## config.mk

```make
export PLATFORM = sky130hd
export DESIGN_NAME = wdt_core
export DESIGN_NICKNAME = d
export VERILOG_FILES = /design/src/shared/wdt_pkg.sv /design/src/design/wdt_core.sv
export SDC_FILE = /design/constraint.sdc
export NUM_CORES = 1
export LEC_CHECK = 0
export BUFFER_PORTS_ARGS = -buffer_cell sky130_fd_sc_hd__buf_2
export CAP_MARGIN = 20
export CORE_MARGIN = 5
export CORE_UTILIZATION = 29
export CTS_BUF_LIST = sky130_fd_sc_hd__clkbuf_4 sky130_fd_sc_hd__clkbuf_8
export CTS_CLUSTER_DIAMETER = 100
export DETAILED_ROUTE_END_ITERATION = 12
export PLACE_DENSITY_LB_ADDON = 0.05
export SLEW_MARGIN = 20
export SYNTH_ARGS = -nofsm -noshare
export SYNTH_HDL_FRONTEND = slang
export SYNTH_SLANG_ARGS = --single-unit
```

## constraint.sdc

```tcl
create_clock -name clock_i -period 3.3 [get_ports clock_i]
set_clock_uncertainty 0.1 [all_clocks]
set_input_delay 0.165 -clock clock_i [delete_from_list [all_inputs] [get_ports clock_i]]
set_output_delay 0.165 -clock clock_i [all_outputs]
set_load 0.02 [all_outputs]
```

## src/shared/wdt_pkg.sv

```systemverilog
// Package: register addresses, passwords, field positions and timing counts of the watchdog
package wdt_pkg;

    // ****************************************************************
    // Register addresses (lower 16 bits)
    // ****************************************************************
    localparam logic [15:0] ADDR_TCS_WR = 16'hffa8; // Counter / control word write
    localparam logic [15:0] ADDR_TCS_RD = 16'hffa8; // timer_control_status read
    localparam logic [15:0] ADDR_CNT_RD = 16'hffa9; // watchdog_counter read
    localparam logic [15:0] ADDR_RCS_WR = 16'hffaa; // reset_control_status write
    localparam logic [15:0] ADDR_RCS_RD = 16'hffab; // reset_control_status read

    // ****************************************************************
    // Passwords and special data
    // ****************************************************************
    localparam logic [7:0] PW_COUNTER = 8'h5a;
    localparam logic [7:0] PW_CONTROL = 8'ha5;
    localparam logic [7:0] RCS_CLEAR_DATA = 8'h00;

    // ****************************************************************
    // Field positions and reset values
    // ****************************************************************
    localparam int BIT_WRAP = 7;
    localparam int BIT_FSEL = 6;
    localparam int BIT_CEN = 5;
    localparam int BIT_BITE = 7;
    localparam int BIT_RDEN = 6;
    localparam logic [7:0] TCS_RESET = 8'h18;
    localparam logic [7:0] TCS_FIXED_ONES = 8'h18;
    localparam logic [7:0] RCS_FIXED_ONES = 8'h3f;
    localparam logic [7:0] CNT_RESET = 8'h00;
    localparam logic [2:0] CSEL_RESET = 3'h0;

    // ****************************************************************
    // Prescaler and reset pulse lengths (in system clock states)
    // ****************************************************************
    localparam int PRESC_W = 12;
    localparam int INT_RST_STATES = 518;
    localparam int EXT_RST_STATES = 132;
    localparam int RST_CNT_W = 10;

endpackage
```

## src/design/wdt_core.sv

```systemverilog
// Design: watchdog / interval timer with password-protected registers
module wdt_core
    import wdt_pkg::*;
#(
    parameter int INT_RST_CYCLES = INT_RST_STATES,
    parameter int EXT_RST_CYCLES = EXT_RST_STATES
) (
    // Clock, reset and enable
    input wire logic clock_i,
    input wire logic rst_i,
    input wire logic clk_en_i,
    // Hard reset pin, asynchronous to this logic
    input wire logic hard_clear_pin_n_i,
    // Standby entry request from the power controller
    input wire logic standby_i,
    // CPU register bus
    input wire logic [15:0] bus_addr_i,
    input wire logic bus_rd_i,
    input wire logic bus_wr_i,
    input wire logic bus_word_i,
    input wire logic [15:0] bus_wdata_i,
    output logic [7:0] bus_rdata_o,
    // Outputs of the timer
    output logic interval_irq_o,
    output logic chip_rst_o,
    output logic rst_drive_out_n_o,
    output logic rst_drive_out_oe_o
);

    // Pulse counters are RST_CNT_W wide, so longer pulses cannot be served
    if (INT_RST_CYCLES < 1 || INT_RST_CYCLES >= (1 << RST_CNT_W)) begin : g_int_range
        $error("INT_RST_CYCLES out of range");
    end
    if (EXT_RST_CYCLES < 1 || EXT_RST_CYCLES > INT_RST_CYCLES) begin : g_ext_range
        $error("EXT_RST_CYCLES out of range");
    end

    // ****************************************************************
    // Hard reset pin synchroniser
    // ****************************************************************
    logic pin_s1_q, pin_s2_q;

    // Two flops; only the second is read by the logic
    always_ff @(posedge clock_i) begin
        if (rst_i) begin
            pin_s1_q <= 1'b1;
            pin_s2_q <= 1'b1;
        end else if (clk_en_i) begin
            pin_s1_q <= hard_clear_pin_n_i;
            pin_s2_q <= pin_s1_q;
        end
    end

    logic hard_clr;
    assign hard_clr = rst_i || !pin_s2_q;

    // ****************************************************************
    // State declarations
    // ****************************************************************
    logic [PRESC_W-1:0] presc_q, presc_d;
    logic tap_prev_q, tap_prev_d;
    logic [7:0] cnt_q, cnt_d;
    logic wrap_q, wrap_d;
    logic fsel_q, fsel_d;
    logic cen_q, cen_d;
    logic [2:0] csel_q, csel_d;
    logic wrap_seen_q, wrap_seen_d;
    logic bite_q, bite_d;
    logic bite_seen_q, bite_seen_d;
    logic rden_q, rden_d;
    logic [RST_CNT_W-1:0] irst_q, irst_d;
    logic [RST_CNT_W-1:0] erst_q, erst_d;
    logic irq_q, irq_d;
    logic [7:0] rdata_q, rdata_d;
    logic chip_rst_q, chip_rst_d;
    logic pin_low_q, pin_low_d;

    // ****************************************************************
    // Tap selection
    // ****************************************************************
    logic tap;
    logic tick;
    logic overflow;

    // Each tap is a divider bit; its rising edge is one tick
    always_comb begin
        case (csel_q)
            3'h0: tap = presc_q[0];
            3'h1: tap = presc_q[4];
            3'h2: tap = presc_q[5];
            3'h3: tap = presc_q[6];
            3'h4: tap = presc_q[7];
            3'h5: tap = presc_q[8];
            3'h6: tap = presc_q[10];
            3'h7: tap = presc_q[11];
            default: tap = presc_q[0];
        endcase
    end

    // Single-cycle pulse on rising tap edge
    assign tick = tap && !tap_prev_q;
    assign overflow = cen_q && tick && (cnt_q == 8'hff);

    // ****************************************************************
    // Bus decode
    // ****************************************************************
    logic wr_tcs, wr_rcs;
    logic pw_cnt, pw_ctl;

    // Byte writes never reach the registers
    assign wr_tcs = bus_wr_i && bus_word_i && (bus_addr_i == ADDR_TCS_WR);
    assign wr_rcs = bus_wr_i && bus_word_i && (bus_addr_i == ADDR_RCS_WR);
    // Password in upper byte unlocks the write
    assign pw_cnt = bus_wdata_i[15:8] == PW_COUNTER;
    assign pw_ctl = bus_wdata_i[15:8] == PW_CONTROL;

    // ****************************************************************
    // Next-state logic
    // ****************************************************************
    always_comb begin
        // Divider runs freely regardless of mode
        presc_d = presc_q + {{(PRESC_W-1){1'b0}}, 1'b1};
        tap_prev_d = tap;
        cnt_d = cnt_q;
        wrap_d = wrap_q;
        fsel_d = fsel_q;
        cen_d = cen_q;
        csel_d = csel_q;
        wrap_seen_d = wrap_seen_q;
        bite_d = bite_q;
        bite_seen_d = bite_seen_q;
        rden_d = rden_q;
        irst_d = irst_q;
        erst_d = erst_q;
        irq_d = 1'b0;

        // Counter steps on a tick while enabled
        if (cen_q && tick) begin
            cnt_d = cnt_q + 8'h01;
        end
        // Password-protected counter load
        if (wr_tcs && pw_cnt) begin
            cnt_d = bus_wdata_i[7:0];
        end

        // Read of set flag arms the clear
        if (bus_rd_i && bus_addr_i == ADDR_TCS_RD && wrap_q) begin
            wrap_seen_d = 1'b1;
        end
        if (bus_rd_i && bus_addr_i == ADDR_RCS_RD && bite_q) begin
            bite_seen_d = 1'b1;
        end

        // Control write; only a 0 in bit 7 clears the flag
        if (wr_tcs && pw_ctl) begin
            if (!bus_wdata_i[BIT_WRAP] && wrap_seen_q) begin
                wrap_d = 1'b0;
                wrap_seen_d = 1'b0;
            end
            fsel_d = bus_wdata_i[BIT_FSEL];
            cen_d = bus_wdata_i[BIT_CEN];
            csel_d = bus_wdata_i[2:0];
        end

        // Reset control writes
        if (wr_rcs && pw_ctl && bus_wdata_i[7:0] == RCS_CLEAR_DATA && bite_seen_q) begin
            bite_d = 1'b0;
            bite_seen_d = 1'b0;
        end
        if (wr_rcs && pw_cnt) begin
            rden_d = bus_wdata_i[BIT_RDEN];
        end

        // Disabled counter is held at zero
        if (!cen_d) begin
            cnt_d = CNT_RESET;
        end

        // Overflow sets the flag; set beats a clear
        if (overflow) begin
            wrap_d = 1'b1;
            if (fsel_q) begin
                // Watchdog bite: start both reset pulses
                bite_d = 1'b1;
                irst_d = RST_CNT_W'(INT_RST_CYCLES);
                erst_d = RST_CNT_W'(EXT_RST_CYCLES);
            end else begin
                irq_d = 1'b1;
            end
        end else begin
            if (irst_q != '0) begin
                irst_d = irst_q - 1'b1;
            end
            if (erst_q != '0) begin
                erst_d = erst_q - 1'b1;
            end
        end

        // Standby clears bits 7..5 and the counter; the clock select is kept
        if (standby_i) begin
            wrap_d = 1'b0;
            fsel_d = 1'b0;
            cen_d = 1'b0;
            cnt_d = CNT_RESET;
            wrap_seen_d = 1'b0;
        end

        // Internal reset clears the timer but not the bite flag or drive enable
        if (irst_q != '0) begin
            cnt_d = CNT_RESET;
            wrap_d = 1'b0;
            fsel_d = 1'b0;
            cen_d = 1'b0;
            csel_d = CSEL_RESET;
            wrap_seen_d = 1'b0;
            irq_d = 1'b0;
        end

        // Read data mux; reserved bits read 1
        rdata_d = 8'h00;
        if (bus_rd_i) begin
            case (bus_addr_i)
                ADDR_TCS_RD: rdata_d = {wrap_q, fsel_q, cen_q, 2'b00, csel_q} | TCS_FIXED_ONES;
                ADDR_CNT_RD: rdata_d = cnt_q;
                ADDR_RCS_RD: rdata_d = {bite_q, rden_q, 6'h00} | RCS_FIXED_ONES;
                default: rdata_d = 8'h00;
            endcase
        end

        // Outputs from flops
        chip_rst_d = (irst_d != '0);
        pin_low_d = rden_q && (erst_d != '0);
    end

    // ****************************************************************
    // Registers
    // ****************************************************************
    // Reset flags survive a bite; the hard pin, rst_i or a register write clears them
    always_ff @(posedge clock_i) begin
        if (hard_clr) begin
            bite_q <= 1'b0;
            bite_seen_q <= 1'b0;
            rden_q <= 1'b0;
        end else if (clk_en_i) begin
            bite_q <= bite_d;
            bite_seen_q <= bite_seen_d;
            rden_q <= rden_d;
        end
    end

    // Timer state; the hard pin also wins over a simultaneous bite
    always_ff @(posedge clock_i) begin
        if (hard_clr) begin
            presc_q <= '0;
            tap_prev_q <= 1'b0;
            cnt_q <= CNT_RESET;
            wrap_q <= TCS_RESET[BIT_WRAP];
            fsel_q <= TCS_RESET[BIT_FSEL];
            cen_q <= TCS_RESET[BIT_CEN];
            csel_q <= CSEL_RESET;
            wrap_seen_q <= 1'b0;
            irst_q <= '0;
            erst_q <= '0;
            irq_q <= 1'b0;
            rdata_q <= 8'h00;
            chip_rst_q <= 1'b0;
            pin_low_q <= 1'b0;
        end else if (clk_en_i) begin
            presc_q <= presc_d;
            tap_prev_q <= tap_prev_d;
            cnt_q <= cnt_d;
            wrap_q <= wrap_d;
            fsel_q <= fsel_d;
            cen_q <= cen_d;
            csel_q <= csel_d;
            wrap_seen_q <= wrap_seen_d;
            irst_q <= irst_d;
            erst_q <= erst_d;
            irq_q <= irq_d;
            rdata_q <= rdata_d;
            chip_rst_q <= chip_rst_d;
            pin_low_q <= pin_low_d;
        end
    end

    // ****************************************************************
    // Outputs
    // ****************************************************************
    // Open drain: only ever drives low
    assign bus_rdata_o = rdata_q;
    assign interval_irq_o = irq_q;
    assign chip_rst_o = chip_rst_q;
    assign rst_drive_out_n_o = 1'b0;
    assign rst_drive_out_oe_o = pin_low_q;

endmodule

```

==> results of run 1 <==
[kinds of logic after synthesis]
family          synth area share
compound gates            0.1978
xor+xnor                 0.03545
fa+ha+maj                0.01688
buf+inv                  0.04288
flops                     0.3457
mux                      0.03376
other cells             0.001012
simple gates              0.3265
[metrics by stage]
step	hold WS, ps	util
2_1_floorplan	163.6	-
3_3_place_gp	282.9	0.3281
3_5_place_dp	280.6	0.3281
4_1_cts	5.106	0.3457
5_1_grt	43.15	0.3457
6_report	19.32	0.3457
[path summary, 6_finish.rpt]
kind                          startpoint                          end  cells past startpoint  slack (ps)
max reg2reg       irst_q[0]$_SDFFE_PP0P_        cnt_q[6]$_SDFFE_PP0P_                      8         560
max               irst_q[0]$_SDFFE_PP0P_        cnt_q[6]$_SDFFE_PP0P_                      8         560
min reg2reg  bus_rdata_o[4]$_SDFFE_PP0P_  bus_rdata_o[4]$_SDFFE_PP0P_                      2         370
min                       bus_wdata_i[0]       csel_q[0]$_SDFFE_PP0P_                      3          20
[cells in the final DEF, fill, tap and decap left out, drive strengths merged, types with 6 or more instances in the layout]
| master | n |
|---|---|
| nor3 | 20 |
| buf | 59 |
| inv | 11 |
| nor4 | 8 |
| clkbuf | 9 |
| a21oi | 32 |
| nor2 | 71 |
| dfxtp | 64 |
| o21ai | 27 |
| and3 | 8 |
| and4 | 7 |
| or3 | 6 |
| a22oi | 16 |
| nand2 | 58 |
| xor2 | 11 |
| nor2b | 11 |
| mux2i | 11 |
| a31oi | 7 |
| nand3 | 20 |
| nand4 | 9 |
[Yosys cell counts (all sizes together) (4+ instances only)]
master | number | area, µm²
a22o | 4 | 35.03
mux2i | 11 | 110.1
a22oi | 16 | 120.1
dfxtp | 64 | 1281
nand2 | 58 | 217.7
nor3 | 20 | 105.1
xnor2 | 4 | 35.03
ha | 5 | 62.56
nand3 | 20 | 100.1
nor4 | 8 | 50.05
inv | 10 | 37.54
xor2 | 11 | 96.34
nor2 | 71 | 271.5
buf | 10 | 61.31
nand2b | 5 | 31.28
a21oi | 32 | 163.9
and3 | 8 | 50.05
nand4 | 9 | 56.30
clkbuf | 15 | 56.30
or3 | 6 | 37.54
o21ai | 27 | 135.1
and4 | 7 | 63.81
nor2b | 11 | 68.82
nor4bb | 4 | 40.04
a31oi | 7 | 43.79
[flip-flops by register name, indices dropped and copies added, names as in the netlist]
register / flops
presc_q: 12
erst_q: 10
irst_q: 10
bus_rdata_o: 8
cnt_q: 8
csel_q: 3
bite_q: 1
bite_seen_q: 1
cen_q: 1
chip_rst_o: 1
fsel_q: 1
interval_irq_o: 1
pin_s1_q: 1
pin_s2_q: 1
rden_q: 1
rst_drive_out_oe_o: 1
tap_prev_q: 1
wrap_q: 1
wrap_seen_q: 1
[area by class of cell]
| cell class | count | area, µm² | area share |
|---|---|---|---|
| Clock buffer | 9 | 123.9 | 0.02851 |
| Inverter | 11 | 41.29 | 0.009502 |
| Tap cell | 172 | 215.2 | 0.04952 |
| Clock inverter | 7 | 47.55 | 0.01094 |
| Multi-Input combinational cell | 386 | 2268 | 0.5220 |
| Timing Repair Buffer | 64 | 367.9 | 0.08465 |
| Sequential cell | 64 | 1281 | 0.2948 |
[where the power goes]
group	leakage (µW)	total, µW	internal (µW)	switching (µW)
combinational	0.00107	1590	651	937
sequential	0.000519	1020	872	145
clock	0.0000854	618	272	346
total	0.00168	3220	1790	1430
[critical path: cells and delay by family, from the launching register on]
kind / cells / cell delay, ps
buffers and inverters: 1 / 80
AOI/OAI and AO/OA: 2 / 630
and+or+nand+nor: 4 / 1210
DFF: 1 / 380
adders and majority gates: 1 / 270
[metal layers]
metal / vias up / wire length [µm] / track usage
met5: - / 0 / 0
met4: 0 / 178 / 0.04983
met3: 15 / 543 / 0.03751
met2: 86 / 5187 / 0.2450
met1: 1755 / 5281 / 0.2041
li1: 1860 / - / -
==> run metrics, run 1 <==
status finished clean; Via density 5.212; startpoint types register; Synth Warn # 0; IR drop worst, VDD ~0.00022 V; Starting Density 0.2949; # rows 41; Die Span Y 123.0 µm; cts hold-fix bufs 5; #FFs+latches synth 64; total power between 3000 and 4000 µW; Final Non-Filler Cells 713; I/O Buffers 50; final wirelength 11190 µm; Syn Std Cell Area 3706 µm²; fraction of layout cells with a size suffix above 1 0.1590; drt first-iter violations 213; first-pass GRT wire length around 18000 µm; Fin Setup TNS 0 ps; via count 3716; Post-synth EDFFs 0; Filler cells around 1.3k; Worst-Margin Slew 624.7 ps; post-cts sizing count 0; kind of critical path reg2reg; placed inst area 4124 µm²; worst min-delay path class in2reg; Final Max Tran Viols 0; Avg Inst Size Synth 7.626 µm²; initial antenna violation count 0; Final min period 2736 ps; Final WS setup between 500 and 600 ps; Root Driver clkbuf_8; DRC 0; H-tree Lvls 3; RSZ-0062 raised after global routing false; Async S/R FF share, synth 0; PwrDens between 700 and 800 nW/µm²; ANT nets after route 0; Layout Area Growth over Synthesis 17.25%; GRT Resource Usage Total 0.1534; Avg WL per Cell 15.70 µm; most frequently used flop master after synthesis dfxtp_1; nets about 580; crit share post-route 0.8290; Slew HR 0.5804; clk buf depth 2; setup slack at placement 592.9 ps; final setup fails 0; number of diodes 0; Layout Cell Area excl Fill 4345 µm²; Final Hold Viols 0; CP Cell Sequence inv_1 > ha_1 > nand3b_1 > nor3_1 > nand2b_1 > o31ai_4 > a22oi_1 > nor2_1; hpwl dp 8232 µm; CP Capture Type register; Sink Count 64; Mapped Nets 531; Setup Fix Bufs, Post-CTS 0; full die area 15140 µm²; delay of the slowest critical-path stage 600 ps; CTS tree built; post-synthesis sequential area ratio 0.3457; leak pwr 0.001676 µW; placed insts 692; number of CTS-inserted buffers 9; RePlAce Congestion 0.8377; die width roughly 120 µm; FMAX around 370 MHz; Reg clk slew, reported paths 80 ps; CP Data Required Time roughly 3500 ps; total gr overflow 0; Clk Latency, worst-skew pair 350 ps; IO Pins 52; crit path max fanout 8; via count of the first global-routing pass about 3.5k; data arrival time of the critical path 2920 ps; count of different cell masters after synthesis 62; Mapped Cells between 400 and 500; max cap viols 0; Core Area 12570 µm²; drt first pass iters 4; largest net degree at the start of global routing 41; CP max stage cell nor3_1
No activity file was read; power rests on OpenSTA's default activity.
==> run 2: changes to the inputs <==
==> constraint.sdc (replaced) <==
create_clock -name clock_i -period 2.3 [get_ports clock_i]
set_clock_uncertainty 0.1 [all_clocks]
set_input_delay 0.115 -clock clock_i [delete_from_list [all_inputs] [get_ports clock_i]]
set_output_delay 0.115 -clock clock_i [all_outputs]
set_load 0.02 [all_outputs]
==> run 2 against run 1 <==
Core utilization grew 5.1 points. Cell count grew 9.5%. Largest power group unchanged. First-iteration DRC count grew 31%. Maximum frequency grew 22%. Routed wire length grew 4.6%. Via count grew 7.4%.
==> run metrics, run 2 (synthesis results as in run 1) <==
status finished clean; final setup fails 0 (unchanged); crit path launch erst_q[0]$_SDFFE_PP0P_; Starting Density 0.2949 (unchanged); drt first pass iters 5 (+1); worst r2r src erst_q[0]$_SDFFE_PP0P_; Core Area 12570 µm² (unchanged); Clk Latency, worst-skew pair 370 ps (+20 ps); crit path max fanout 6 (-2); die width 123.0 µm (unchanged); Final Hold Viols 0 (unchanged); first-pass GRT wire length 19780 µm (+7.4%); Reg2Reg Capture Point rst_drive_out_oe_o$_SDFFE_PP0P_; CP Data Required Time 2500 ps (-980 ps); final wirelength 11710 µm (+4.6%); max reg flops 12 (unchanged); startpoint types register; via count 3990 (+7.4%); fraction of layout cells with a size suffix above 1 0.2709 (+0.1120); worst min-delay path class in2reg; nets 649 (+12%); final hold slack 16.98 ps (-2.332 ps); kind of critical path reg2reg; R2R Setup Slk 50 ps (-510 ps); IO Pins 52 (unchanged); Critical path destination rst_drive_out_oe_o$_SDFFE_PP0P_; RSZ-0062 raised after global routing true; commonest cells after routing, fill and taps aside buf_4 (70), nor2_1 (67), dfxtp_1 (60), nand2_1 (58), buf_2 (50); DRC 0 (unchanged); Layout Cell Area excl Fill 4984 µm² (+15%); drt first-iter violations 279 (+31%); Final min period 2246 ps (-489.7 ps); IR drop worst, VDD 0.0003382 V (+54%); Layout Area Growth over Synthesis 34.47%; clk buf depth 2 (unchanged); leading registers by flop count presc_q: 12 flops, erst_q: 10 flops, irst_q: 10 flops; leak pwr 0.002042 µW (+22%); crit share post-route 0.9766 (+0.1475); initial antenna violation count 0 (unchanged); data arrival time of the critical path 2440 ps (-480 ps); setup slack at placement -16.42 ps (-609.3 ps); I/O Buffers 50 (unchanged); Fin Setup TNS 0 ps (unchanged); ANT nets after route 0 (unchanged); Final Max Tran Viols 0 (unchanged); # rows 41 (unchanged); total gr overflow 0 (unchanged); most common cell after layout, fill and taps aside buf_4; RePlAce Congestion 0.8487 (+1.3%); number of diodes 0 (unchanged); hpwl dp 8762 µm (+6.4%); Sink Count 64 (unchanged); Reg clk slew, reported paths 70 ps (about the same); Root Driver clkbuf_8; H-tree Lvls 3 (unchanged); reg2reg path depth 10 (+2); GRT Resource Usage Total 0.1644 (+0.01098); CP Capture Type register; CTS tree built; max cap viols 0 (unchanged); total power 5316 µW (+65%); full die area 15140 µm² (unchanged); FMAX 445.2 MHz (+22%); Final WS setup 53.88 ps (-510.3 ps); via count of the first global-routing pass 3996 (+13%); number of CTS-inserted buffers 9 (unchanged); PwrDens 1067 nW/µm² (+44%); largest net degree at the start of global routing 48 (+17%); Biggest register presc_q; placed inst area 4609 µm² (+12%); Avg WL per Cell 14.99 µm (-4.5%); Via density 5.109 (-2.0%); Die Span Y 123.0 µm (unchanged)
run 2: cell count changes in the layout (fill, tap and decap cells not counted), moves of 3 or more:
| cell | before | now |
|---|---|---|
| dfxtp_1 | 64 | 60 |
| clkbuf_8 | 9 | 12 |
| dfxtp_2 | 0 | 3 |
| buf_4 | 9 | 70 |
| dlygate4sd3_1 | 5 | 8 |
run 2: worst min-delay path by stage:
stage | startpoint | end | depth (start not counted)
floorplan | rst_i | pin_s1_q$_SDFFE_PP1P_ | 1
global placement | hard_clear_pin_n_i | pin_s1_q$_SDFFE_PP1P_ | 2
detailed placement | hard_clear_pin_n_i | pin_s1_q$_SDFFE_PP1P_ | 2
CTS | standby_i | fsel_q$_SDFFE_PP0P_ | 4
global route | standby_i | fsel_q$_SDFFE_PP0P_ | 4
finish | standby_i | fsel_q$_SDFFE_PP0P_ | 4
run 2: what timing repair did:
action,4_1_cts,5_1_grt
pin swaps,4,7
buffers inserted,1,4
setup endpoints to repair,1,14
resized for setup,4,13
endpoints found under the hold margin,8,0
hold buffers,8,0
run 2: layout make-up:
cell class / instances / area (µm²)
flip-flops and latches: 64 / 1289
inverters: 11 / 41.29
multi-input cells: 386 / 2327
clock buffers: 12 / 165.2
fillers: 1317 / 7585
well taps: 172 / 215.2
repair buffers: 132 / 918.4
clock inverters: 4 / 27.53
run 2: layer usage:
metal  wire length, µm  share of wire  vias up  GRT usage
li1                  -              -     2004          -
met1              5495           0.47     1856     0.2150
met2              5391           0.46      112     0.2607
met3               586          0.050       18    0.04163
met4               232          0.020        0    0.06367
met5                 0              0        -          0
run 2: stage by stage:
step                      std cells  utilization
after CTS                       777       0.3897
final                           781       0.3965
after detailed placement        752       0.3668
after global routing            781       0.3965
after global placement          752       0.3668
after floorplan                 486            -
run 2: worst max-delay path, stage by stage (launching register included):
cell and delay (ps):
dfxtp_2 380, inv_1 70, ha_1 200, nand2b_1 150, nor4b_4 70, buf_4 160, or3_1 340, o22a_1 200
and3_1 160, a41o_1 230, a21oi_2 110
run 2: where the power goes:
part | leakage [µW] | switching [µW] | internal (µW) | total, µW
combinational | 0.00143 | 1570 | 1400 | 2970
sequential | 0.000522 | 126 | 1250 | 1380
clock | 0.0000906 | 494 | 478 | 972
